File: src/logic/ccl_pkg.sv
package ccl_pkg;

  localparam int unsigned NUM_CMP     = 2;
  localparam int unsigned SYNC_STAGES = 3;
  localparam int unsigned IDX_W       = 10;

  // register indices; byte address is four times the index
  localparam logic [IDX_W-1:0] CTRL0_IDX = 10'h09A;
  localparam logic [IDX_W-1:0] MODE0_IDX = 10'h09B;
  localparam logic [IDX_W-1:0] CTRL1_IDX = 10'h09D;
  localparam logic [IDX_W-1:0] MODE1_IDX = 10'h09E;

  localparam logic [7:0] CTRL_RESET = 8'h00;
  localparam logic [7:0] MODE_RESET = 8'h02;

  // control register fields
  localparam int unsigned CTRL_EN_BIT     = 7;
  localparam int unsigned CTRL_RESULT_BIT = 6;
  localparam int unsigned CTRL_RISE_BIT   = 5;
  localparam int unsigned CTRL_FALL_BIT   = 4;
  localparam int unsigned CTRL_POS_LSB    = 2;
  localparam int unsigned CTRL_NEG_LSB    = 0;

  // mode register fields
  localparam int unsigned MODE_RISE_IE_BIT = 5;
  localparam int unsigned MODE_FALL_IE_BIT = 4;
  localparam int unsigned MODE_SEL_LSB     = 0;

  localparam logic [1:0] AXI_OKAY   = 2'h0;
  localparam logic [1:0] AXI_SLVERR = 2'h2;

  typedef enum logic [1:0] {
    CCL_HYST_OFF  = 2'h0,
    CCL_HYST_5MV  = 2'h1,
    CCL_HYST_10MV = 2'h2,
    CCL_HYST_20MV = 2'h3
  } ccl_hyst_t;

  // mode 0 fastest and hungriest, mode 3 slowest and leanest
  typedef enum logic [1:0] {
    CCL_RESP_MODE0 = 2'h0,
    CCL_RESP_MODE1 = 2'h1,
    CCL_RESP_MODE2 = 2'h2,
    CCL_RESP_MODE3 = 2'h3
  } ccl_resp_t;

  function automatic logic [IDX_W-1:0] ccl_ctrl_idx(input logic inst);
    ccl_ctrl_idx = inst ? CTRL1_IDX : CTRL0_IDX;
  endfunction : ccl_ctrl_idx

  function automatic logic [IDX_W-1:0] ccl_mode_idx(input logic inst);
    ccl_mode_idx = inst ? MODE1_IDX : MODE0_IDX;
  endfunction : ccl_mode_idx

endpackage : ccl_pkg

File: src/logic/ccl_cmp_if.sv
`timescale 1ns/10ps
interface ccl_cmp_if;
  logic enable;
  logic result;
  logic rise_pulse;
  logic fall_pulse;

  modport top  (output enable, input  result, input  rise_pulse, input  fall_pulse);
  modport chan (input  enable, output result, output rise_pulse, output fall_pulse);
endinterface : ccl_cmp_if

File: src/logic/ccl_channel.sv
`timescale 1ns/10ps
module ccl_channel (
  // clock and reset
  input  wire logic clk_in,
  input  wire logic rstn_in,
  // raw comparator decision
  input  wire logic raw_in,
  // towards register logic
  ccl_cmp_if.chan   cmp
);

  logic [ccl_pkg::SYNC_STAGES-1:0] sync_q;
  logic                            result_q;
  logic                            rise_q;
  logic                            fall_q;
  logic                            settled;
  logic                            next_result;

  // a change counts once the last two stages agree
  assign settled     = (sync_q[1] == sync_q[2]);
  assign next_result = cmp.enable & (settled ? sync_q[2] : result_q);

  always_ff @(posedge clk_in)
  begin
    if (!rstn_in)
    begin
      sync_q   <= '0;
      result_q <= 1'b0;
      rise_q   <= 1'b0;
      fall_q   <= 1'b0;
    end
    else
    begin
      sync_q   <= {sync_q[1:0], raw_in};
      result_q <= next_result;
      rise_q   <= ~result_q & next_result;
      fall_q   <= result_q & ~next_result;
    end
  end

  assign cmp.result     = result_q;
  assign cmp.rise_pulse = rise_q;
  assign cmp.fall_pulse = fall_q;

endmodule : ccl_channel

File: src/logic/ccl_top.sv
// Register access over AXI4-Lite was left to the implementer.
`timescale 1ns/10ps
module ccl_top #(
  parameter int unsigned ADDR_W = 12
) (
  // clock and reset
  input  wire logic              clk_in,
  input  wire logic              rstn_in,
  // axi4-lite write address
  input  wire logic [ADDR_W-1:0] s_axi_awaddr_in,
  input  wire logic              s_axi_awvalid_in,
  output logic                   s_axi_awready_out,
  // axi4-lite write data
  input  wire logic [31:0]       s_axi_wdata_in,
  input  wire logic [3:0]        s_axi_wstrb_in,
  input  wire logic              s_axi_wvalid_in,
  output logic                   s_axi_wready_out,
  // axi4-lite write response
  output logic [1:0]             s_axi_bresp_out,
  output logic                   s_axi_bvalid_out,
  input  wire logic              s_axi_bready_in,
  // axi4-lite read address
  input  wire logic [ADDR_W-1:0] s_axi_araddr_in,
  input  wire logic              s_axi_arvalid_in,
  output logic                   s_axi_arready_out,
  // axi4-lite read data
  output logic [31:0]            s_axi_rdata_out,
  output logic [1:0]             s_axi_rresp_out,
  output logic                   s_axi_rvalid_out,
  input  wire logic              s_axi_rready_in,
  // analog comparator cores
  input  wire logic [1:0]        cmp_raw_in,
  output logic [1:0]             cmp_power_out,
  output logic [3:0]             cmp_pos_hyst_out,
  output logic [3:0]             cmp_neg_hyst_out,
  output logic [3:0]             cmp_response_mode_out,
  // pin routing and interrupt requests
  output logic [1:0]             cmp_sync_pin_out,
  output logic [1:0]             cmp_async_pin_out,
  output logic [1:0]             cmp_irq_out
);

  localparam int unsigned N = ccl_pkg::NUM_CMP;

  // bus state
  logic                      aw_full;
  logic                      w_full;
  logic [ccl_pkg::IDX_W-1:0] aw_idx;
  logic [7:0]                w_byte;
  logic                      w_lane0;
  logic                      awready;
  logic                      wready;
  logic                      bvalid;
  logic [1:0]                bresp;
  logic                      arready;
  logic                      rvalid;
  logic [1:0]                rresp;
  logic [31:0]               rdata;

  // per comparator state
  logic [N-1:0]              cmp_enable;
  logic [N-1:0]              rise_flag;
  logic [N-1:0]              fall_flag;
  logic [N-1:0]              rise_irq_enable;
  logic [N-1:0]              fall_irq_enable;
  logic [N-1:0]              irq;
  logic [N-1:0]              sync_pin;
  ccl_pkg::ccl_hyst_t        pos_hyst_sel      [N];
  ccl_pkg::ccl_hyst_t        neg_hyst_sel      [N];
  ccl_pkg::ccl_resp_t        response_mode_sel [N];

  // from channels
  logic [N-1:0]              cmp_result;
  logic [N-1:0]              rise_pulse;
  logic [N-1:0]              fall_pulse;

  // decode
  logic                      aw_take;
  logic                      w_take;
  logic                      ar_take;
  logic                      wr_fire;
  logic                      next_aw_full;
  logic                      next_w_full;
  logic                      next_bvalid;
  logic                      next_rvalid;
  logic [ccl_pkg::IDX_W-1:0] ar_idx;
  logic [N-1:0]              ctrl_wr;
  logic [N-1:0]              mode_wr;
  logic [N-1:0]              ctrl_rd_hit;
  logic [N-1:0]              mode_rd_hit;
  logic                      wr_mapped;
  logic                      rd_mapped;
  logic [7:0]                ctrl_view         [N];
  logic [7:0]                mode_view         [N];
  logic [7:0]                rd_byte;
  logic [N-1:0]              aw_hit_ctrl;
  logic [N-1:0]              aw_hit_mode;

  assign aw_take      = s_axi_awvalid_in & awready;
  assign w_take       = s_axi_wvalid_in & wready;
  assign ar_take      = s_axi_arvalid_in & arready;
  // address and data may arrive in either order; response follows both
  assign wr_fire      = aw_full & w_full & ~bvalid;
  assign next_aw_full = (aw_full | aw_take) & ~wr_fire;
  assign next_w_full  = (w_full | w_take) & ~wr_fire;
  assign next_bvalid  = wr_fire | (bvalid & ~s_axi_bready_in);
  assign next_rvalid  = ar_take | (rvalid & ~s_axi_rready_in);
  assign ar_idx       = s_axi_araddr_in[ccl_pkg::IDX_W+1:2];
  assign wr_mapped    = |{ctrl_wr, mode_wr} | (aw_full & |{aw_hit_ctrl, aw_hit_mode});
  assign rd_mapped    = |{ctrl_rd_hit, mode_rd_hit};

  // write handshake state
  always_ff @(posedge clk_in)
  begin
    if (!rstn_in)
    begin
      aw_full <= 1'b0;
      w_full  <= 1'b0;
      awready <= 1'b0;
      wready  <= 1'b0;
      bvalid  <= 1'b0;
      bresp   <= ccl_pkg::AXI_OKAY;
    end
    else
    begin
      aw_full <= next_aw_full;
      w_full  <= next_w_full;
      awready <= ~next_aw_full;
      wready  <= ~next_w_full;
      bvalid  <= next_bvalid;
      if (wr_fire)
        bresp <= wr_mapped ? ccl_pkg::AXI_OKAY : ccl_pkg::AXI_SLVERR;
    end
  end

  // captured write address and data byte
  always_ff @(posedge clk_in)
  begin
    if (!rstn_in)
    begin
      aw_idx  <= '0;
      w_byte  <= 8'h00;
      w_lane0 <= 1'b0;
    end
    else
    begin
      if (aw_take)
        aw_idx <= s_axi_awaddr_in[ccl_pkg::IDX_W+1:2];
      if (w_take)
      begin
        w_byte  <= s_axi_wdata_in[7:0];
        w_lane0 <= s_axi_wstrb_in[0];
      end
    end
  end

  always_ff @(posedge clk_in)
  begin
    if (!rstn_in)
    begin
      arready <= 1'b0;
      rvalid  <= 1'b0;
      rresp   <= ccl_pkg::AXI_OKAY;
      rdata   <= 32'h0000_0000;
    end
    else
    begin
      arready <= ~next_rvalid;
      rvalid  <= next_rvalid;
      if (ar_take)
      begin
        rresp <= rd_mapped ? ccl_pkg::AXI_OKAY : ccl_pkg::AXI_SLVERR;
        rdata <= {24'h00_0000, rd_byte};
      end
    end
  end

  // read mux over both register pairs; unmapped reads zero
  always_comb
  begin
    rd_byte = 8'h00;
    for (int k = 0; k < N; k++)
    begin
      if (ctrl_rd_hit[k])
        rd_byte = ctrl_view[k];
      if (mode_rd_hit[k])
        rd_byte = mode_view[k];
    end
  end

  for (genvar i = 0; i < N; i++)
  begin : g_cmp
    ccl_cmp_if cif ();

    logic next_rise;
    logic next_fall;

    assign aw_hit_ctrl[i]    = (aw_idx == ccl_pkg::ccl_ctrl_idx(1'(i)));
    assign aw_hit_mode[i]    = (aw_idx == ccl_pkg::ccl_mode_idx(1'(i)));
    assign ctrl_wr[i]        = wr_fire & w_lane0 & aw_hit_ctrl[i];
    assign mode_wr[i]        = wr_fire & w_lane0 & aw_hit_mode[i];
    assign ctrl_rd_hit[i]    = (ar_idx == ccl_pkg::ccl_ctrl_idx(1'(i)));
    assign mode_rd_hit[i]    = (ar_idx == ccl_pkg::ccl_mode_idx(1'(i)));

    assign cif.enable    = cmp_enable[i];
    assign cmp_result[i] = cif.result;
    assign rise_pulse[i] = cif.rise_pulse;
    assign fall_pulse[i] = cif.fall_pulse;

    assign next_rise = (ctrl_wr[i] ? w_byte[ccl_pkg::CTRL_RISE_BIT] : rise_flag[i])
                       | rise_pulse[i];
    assign next_fall = (ctrl_wr[i] ? w_byte[ccl_pkg::CTRL_FALL_BIT] : fall_flag[i])
                       | fall_pulse[i];

    assign ctrl_view[i] = {cmp_enable[i], cmp_result[i], rise_flag[i], fall_flag[i],
                           pos_hyst_sel[i], neg_hyst_sel[i]};
    assign mode_view[i] = {2'b00, rise_irq_enable[i], fall_irq_enable[i], 2'b00,
                           response_mode_sel[i]};

    ccl_channel u_chan (
      .clk_in  (clk_in),
      .rstn_in (rstn_in),
      .raw_in  (cmp_raw_in[i]),
      .cmp     (cif.chan)
    );

    // sticky edge flags
    always_ff @(posedge clk_in)
    begin
      if (!rstn_in)
      begin
        rise_flag[i] <= ccl_pkg::CTRL_RESET[ccl_pkg::CTRL_RISE_BIT];
        fall_flag[i] <= ccl_pkg::CTRL_RESET[ccl_pkg::CTRL_FALL_BIT];
      end
      else
      begin
        fall_flag[i] <= next_fall;
        rise_flag[i] <= next_rise;
      end
    end

    // control register fields
    always_ff @(posedge clk_in)
    begin
      if (!rstn_in)
      begin
        cmp_enable[i]   <= ccl_pkg::CTRL_RESET[ccl_pkg::CTRL_EN_BIT];
        pos_hyst_sel[i] <= ccl_pkg::ccl_hyst_t'(
                           ccl_pkg::CTRL_RESET[ccl_pkg::CTRL_POS_LSB +: 2]);
        neg_hyst_sel[i] <= ccl_pkg::ccl_hyst_t'(
                           ccl_pkg::CTRL_RESET[ccl_pkg::CTRL_NEG_LSB +: 2]);
      end
      else if (ctrl_wr[i])
      begin
        cmp_enable[i]   <= w_byte[ccl_pkg::CTRL_EN_BIT];
        pos_hyst_sel[i] <= ccl_pkg::ccl_hyst_t'(w_byte[ccl_pkg::CTRL_POS_LSB +: 2]);
        neg_hyst_sel[i] <= ccl_pkg::ccl_hyst_t'(w_byte[ccl_pkg::CTRL_NEG_LSB +: 2]);
      end
    end

    // mode register fields
    always_ff @(posedge clk_in)
    begin
      if (!rstn_in)
      begin
        rise_irq_enable[i]   <= ccl_pkg::MODE_RESET[ccl_pkg::MODE_RISE_IE_BIT];
        fall_irq_enable[i]   <= ccl_pkg::MODE_RESET[ccl_pkg::MODE_FALL_IE_BIT];
        response_mode_sel[i] <= ccl_pkg::ccl_resp_t'(
                                ccl_pkg::MODE_RESET[ccl_pkg::MODE_SEL_LSB +: 2]);
      end
      else if (mode_wr[i])
      begin
        rise_irq_enable[i]   <= w_byte[ccl_pkg::MODE_RISE_IE_BIT];
        fall_irq_enable[i]   <= w_byte[ccl_pkg::MODE_FALL_IE_BIT];
        response_mode_sel[i] <= ccl_pkg::ccl_resp_t'(w_byte[ccl_pkg::MODE_SEL_LSB +: 2]);
      end
    end

    // request and clocked pin copy
    always_ff @(posedge clk_in)
    begin
      if (!rstn_in)
      begin
        irq[i]      <= 1'b0;
        sync_pin[i] <= 1'b0;
      end
      else
      begin
        irq[i]      <= (rise_flag[i] & rise_irq_enable[i]) |
                       (fall_flag[i] & fall_irq_enable[i]);
        sync_pin[i] <= cmp_result[i];
      end
    end

    // raw path bypasses the clock so it runs with the clock stopped
    assign cmp_async_pin_out[i] = cmp_raw_in[i] & cmp_enable[i];

    assign cmp_pos_hyst_out[2*i +: 2]      = pos_hyst_sel[i];
    assign cmp_neg_hyst_out[2*i +: 2]      = neg_hyst_sel[i];
    assign cmp_response_mode_out[2*i +: 2] = response_mode_sel[i];
  end

  assign cmp_power_out     = cmp_enable;
  // poll, interrupt and pin paths side by side
  assign cmp_sync_pin_out  = sync_pin;
  assign cmp_irq_out       = irq;

  assign s_axi_awready_out = awready;
  assign s_axi_wready_out  = wready;
  assign s_axi_bvalid_out  = bvalid;
  assign s_axi_bresp_out   = bresp;
  assign s_axi_arready_out = arready;
  assign s_axi_rvalid_out  = rvalid;
  assign s_axi_rresp_out   = rresp;
  assign s_axi_rdata_out   = rdata;

endmodule : ccl_top

File: config.mk
export PLATFORM = sky130hd
export DESIGN_NAME = ccl_top
export DESIGN_NICKNAME = d
export VERILOG_FILES = /design/src/logic/ccl_pkg.sv /design/src/logic/ccl_cmp_if.sv /design/src/logic/ccl_channel.sv /design/src/logic/ccl_top.sv
export SDC_FILE = /design/constraint.sdc
export NUM_CORES = 1
export LEC_CHECK = 0
export ABC_CLOCK_PERIOD_IN_PS = 4520
export BUFFER_PORTS_ARGS = -buffer_cell sky130_fd_sc_hd__buf_2
export CAP_MARGIN = 15
export CELL_PAD_IN_SITES_DETAIL_PLACEMENT = 0
export CELL_PAD_IN_SITES_GLOBAL_PLACEMENT = 1
export CORE_MARGIN = 2
export CORE_UTILIZATION = 38
export DETAILED_ROUTE_END_ITERATION = 12
export PLACE_DENSITY = 0.85
export SLEW_MARGIN = 5
export SYNTH_ARGS = -nofsm -noshare
export SYNTH_HDL_FRONTEND = slang
export SYNTH_SLANG_ARGS = --single-unit
File: constraint.sdc
create_clock -name clk_in -period 4.52 [get_ports clk_in]
set_input_delay 0.904 -clock clk_in [delete_from_list [all_inputs] [get_ports clk_in]]
set_output_delay 0.904 -clock clk_in [all_outputs]
set_load 0.1 [all_outputs]
After elaboration in Yosys (flattened, before gate mapping)
Memory sizes are Yosys's and may differ from the RTL's.
Index checks and enable logic that the tools add are counted.
Storage, ports and cells
  output and inout port bits: 61
  logic and storage cells: 137
  RAM bits: 12
  register bits after elaboration: 64
  memories kept: 3
Memories
  neg_hyst_sel: depth 2, width 2, read ports 2, clocked after memory_dff 0, write ports 2, line ccl_top.sv:69  | ccl_pkg::ccl_hyst_t neg_hyst_sel [N];
  pos_hyst_sel: depth 2, width 2, read ports 2, clocked after memory_dff 0, write ports 2, line ccl_top.sv:68  | ccl_pkg::ccl_hyst_t pos_hyst_sel [N];
  response_mode_sel: depth 2, width 2, read ports 2, clocked after memory_dff 0, write ports 2, line ccl_top.sv:70  | ccl_pkg::ccl_resp_t response_mode_sel [N];
Operators by class
  muxes and demuxes: 31
  equality and inequality tests: 10
  bitwise operators: 55
  reduce and logical (&&, ||, !) cells: 3
Operators by type and width (count)
  $eq 10x8->1 const B: 8
  $mux 8: 4
  $and 1x1->1: 27
  $mux 1: 19
  $or 1x1->1: 17
  $mux 2: 8
  $reduce_or 4->1: 3
  $not 1->1: 11
  $eq 1x1->1: 2

Logic depth before layout (Yosys ltp)
  depth after elaboration: 8
  depth in mapped cells: 6

Modules after synthesis
From an unflattened synthesis, not the netlist that was laid out.
Second synthesis, totals
  cells, all modules: 362
  area total of the unflattened synthesis: 3314.4 um2
By module, submodules not included
  ccl_top: instances 1, cells an instance 332, area each 2956.6 um2
  ccl_channel: instances 2, cells an instance 15, area each 178.9 um2

Worst setup path before layout
No wires, ideal clock.
  path kind: input to output
  start point: input cmp_raw_in[0]
  end point: output cmp_async_pin_out[0]
  path slack: 1.975 ns
  data required time: 3.616 ns
  cell stages on the path: 1
  arrival: 1.641 ns
  cells stage by stage: and2_1
On the way
  word-level cells in the longest chain between the ends: 1
RTL lines
  start: declaration: line ccl_top.sv:32  | input wire logic [1:0] cmp_raw_in,
  $and 1x1->1: line ccl_top.sv:296  | assign cmp_async_pin_out[i] = cmp_raw_in[i] & cmp_enable[i];
  end: declaration: line ccl_top.sv:39  | output logic [1:0] cmp_async_pin_out,
Every way passes these cells.

Worst setup path in the final report
Same ends and word-level chain as after synthesis.

==> impl_metrics.yaml <==
outcome:
  outcome: "finished, final reports clean"
sta:
  period_share_pct: 53.37
  slew_headroom_pct: 50.85
  fmax_mhz: 414.5
  tightest_slew_ns: 0.7306
  finalClockSkew_ns: 0.01360
  hold_violations: 0
  setup_tns_ns: 0
  drv_slew: 0
  rsz0062_at_grt: "no"
  setup_violations: 0
  finalCriticalPeriod_ns: 2.412
global_routing:
  grt_remaining_overflow: 0
  grt_pass1_vias: 2301
  grt_max_degree: 38
  antenna_found_initial: 0
  grt_pass1_wl_mm: 10.93
  grt_usage_pct: 15.67
logic_synthesis:
  async_flop_share_pct: 0
  syn_area_mm2: 0.003216
  yosysWarnings: 0
  synth_area_leaders: "dfxtp_1, edfxtp_1, buf_4"
  syn_avg_cell_area_um2: 9.161
  synthFlopType: "dfxtp_1"
  ys_seq_area_share_pct: 49.18
  synth_seq_cells: 73
  synthCells: 351
  ys_types: 46
  synth_area_leader_cell: "dfxtp_1"
  synth-edff-count: 12
  yosys.area.top_type_share_pct: 37.98
cells_and_area:
  multi_input_area_mm2: 0.001369
  seq_area_mm2: 0.001582
  fin_area_mm2: 0.003689
  antennaDiodeCount: 0
  final_cell_mix: "buf_2, dfxtp_1, nand2_1"
  final_core_util_pct: 44.89
  drive_gt1_share_pct: 22.87
  fillers: 854
  layout_commonest_cell: "buf_2"
  syn2layout_area_growth_pct: 14.71
  nets: 475
cts:
  cts_sinks: 73
  cts_buffers: 9
  path_clk_slew_ns: 0.07
  insertion_delay_ns: 0.35
  htree_num_levels: 3
  cts_hold_buf: 0
  clockRootBuffer: "clkbuf_8"
  cts_setup_buffers: 0
  clock_path_buffers: 2
  ctsResizeCount: 0
  cts_tree: "yes"
setup_path:
  path_common_cell: "buf_2"
  worst_ep_arrival_time_ns: 1.51
  worst-path-buf-inv: 2
  crit_type: "input pin to output port"
  crit_start: "cmp_raw_in[0]"
  end_kind: "output port"
  crit_fanout: 2
  crit_path_top_delay_cell: "buf_2"
  critPathMaxStageDelay_ns: 0.42
  worstReg2RegStart: "aw_idx[8]"
  crit_required_ns: 3.62
  startpoint_type: "input pin"
  reg2reg_slack_ns: 2.35
  cpLargestDelayFamily: "buffers and inverters"
  crit_path_cell_trace: "buf_2 -> and2_1 -> buf_2"
floorplan:
  io_pins: 130
  core_mm2: 0.008217
  die_w_um: 95.99
  die-area_mm2: 0.009214
  fp-row-count: 33
  start_util_pct: 39.14
  die_h_um: 95.99
placed_design:
  routabilityCongestion: 0.8246
  dp_hpwl_mm: 5.092
  place_area_mm2: 0.003448
  port-buffer-count: 71
job:
  drv_cap: 0
detailed_routing:
  via_per_inst: 4.826
  firstDrtPassIters: 5
  vias: 2490
  routedWlPerCell_um: 13.25
  drc_errors: 0
  drtAntennaViolNets: 0
  initialDrtViolationCount: 141
  routed_wl_mm: 6.836
power_and_ir_drop:
  power_density_mw_per_mm2: 412.5
  ir_drop_mv: 0.1465
  leakage_nw: 1.556
worst_hold_path:
  min-delay-start: "g_cmp[0].u_chan.sync_q[0]"
  hp-class: "flip-flop to flip-flop"
[path summary, 6_finish.rpt]
| check | endpoint | cells after the start |
|---|---|---|
| setup / recovery | cmp_async_pin_out[0] | 3 |
| hold / removal | g_cmp[0].u_chan.sync_q[1] | 1 |
| setup reg to reg | neg_hyst_sel[1][0] | 3 |
| hold reg to reg | g_cmp[0].u_chan.sync_q[1] | 1 |
[power by group]
| part | internal [mW] | leakage [nW] | switching, mW |
|---|---|---|---|
| clock | 0.360 | 0.122 | 0.239 |
| combinational | 0.0359 | 0.822 | 0.193 |
| sequential | 0.678 | 0.613 | 0.0154 |
[kinds of logic (layout without fill, tap and decap cells)]
| kind of cell | after synthesis | in the layout | share of synthesized area (%) |
|---|---|---|---|
| other | 1 | 26 | 0.1166 |
| xor gates and xnor gates | 1 | 1 | 0.2724 |
| muxes | 8 | 8 | 2.490 |
| adders and majority gates | 2 | 2 | 0.6226 |
| AOI/OAI and AO/OA | 55 | 55 | 10.39 |
| and+or+nand+nor | 156 | 156 | 25.76 |
| buffers and inverters | 55 | 90 | 11.17 |
| DFF | 73 | 73 | 49.18 |
[routing by layer]
metal | track usage (%) | up-vias | wire (um) | part of all wire, %
li1 | - | 1257 | - | -
met1 | 20.80 | 1152 | 3231 | 47
met2 | 24.19 | 74 | 3074 | 45
met3 | 4.072 | 7 | 419 | 6.1
met4 | 6.429 | 0 | 111 | 1.6
met5 | 0 | - | 0 | 0
[final cells by class]
class	instances	area share [%]
timing repair buffer	71	9.634
sequential	73	42.88
clock buffer	12	4.512
tap	105	3.562
clock inverter	4	2.001
multi-input combinational	248	37.11
inverter	3	0.3053
[registers in the layout, indices dropped and copies added (netlist names), 4 cells and up]
| name | cells |
|---|---|
| s_axi_rdata_out | 8 |
| ctrl_view | 4 |
| aw_idx | 10 |
| g_cmp.u_chan.sync_q | 6 |
| pos_hyst_sel | 4 |
| response_mode_sel | 4 |
| neg_hyst_sel | 4 |
| w_byte | 7 |
[metrics by stage]
step	power, mW	std cells	worst slack (ns)	hold slack [ns]
2_1_floorplan	0.9201	376	1.975	0.4119
3_3_place_gp	0.9353	500	2.103	0.4157
3_5_place_dp	0.9377	500	2.091	0.4203
4_1_cts	1.535	516	2.099	0.4383
5_1_grt	1.577	516	2.060	0.4706
6_report	1.521	516	2.108	0.4359
[synthesized netlist by cell type (2+ instances only)]
cell type / n
o22ai_1: 4
a31oi_1: 4
inv_1: 2
nor3_1: 7
nand4_1: 3
a21oi_1: 22
buf_2: 2
edfxtp_1: 12
nand3b_1: 4
nor2_1: 24
nor4_1: 3
nand2b_1: 6
nor2b_1: 3
nand4b_1: 3
nand2_1: 58
clkbuf_1: 7
buf_4: 40
nor3_2: 2
maj3_1: 2
a211oi_2: 2
buf_1: 3
o21ai_0: 12
a211oi_1: 2
dfxtp_1: 61
mux2i_1: 8
and2_1: 20
and3_1: 10
a22oi_1: 5
nor4b_1: 2
nand3_1: 2
(Power assumes the default switching activity.)
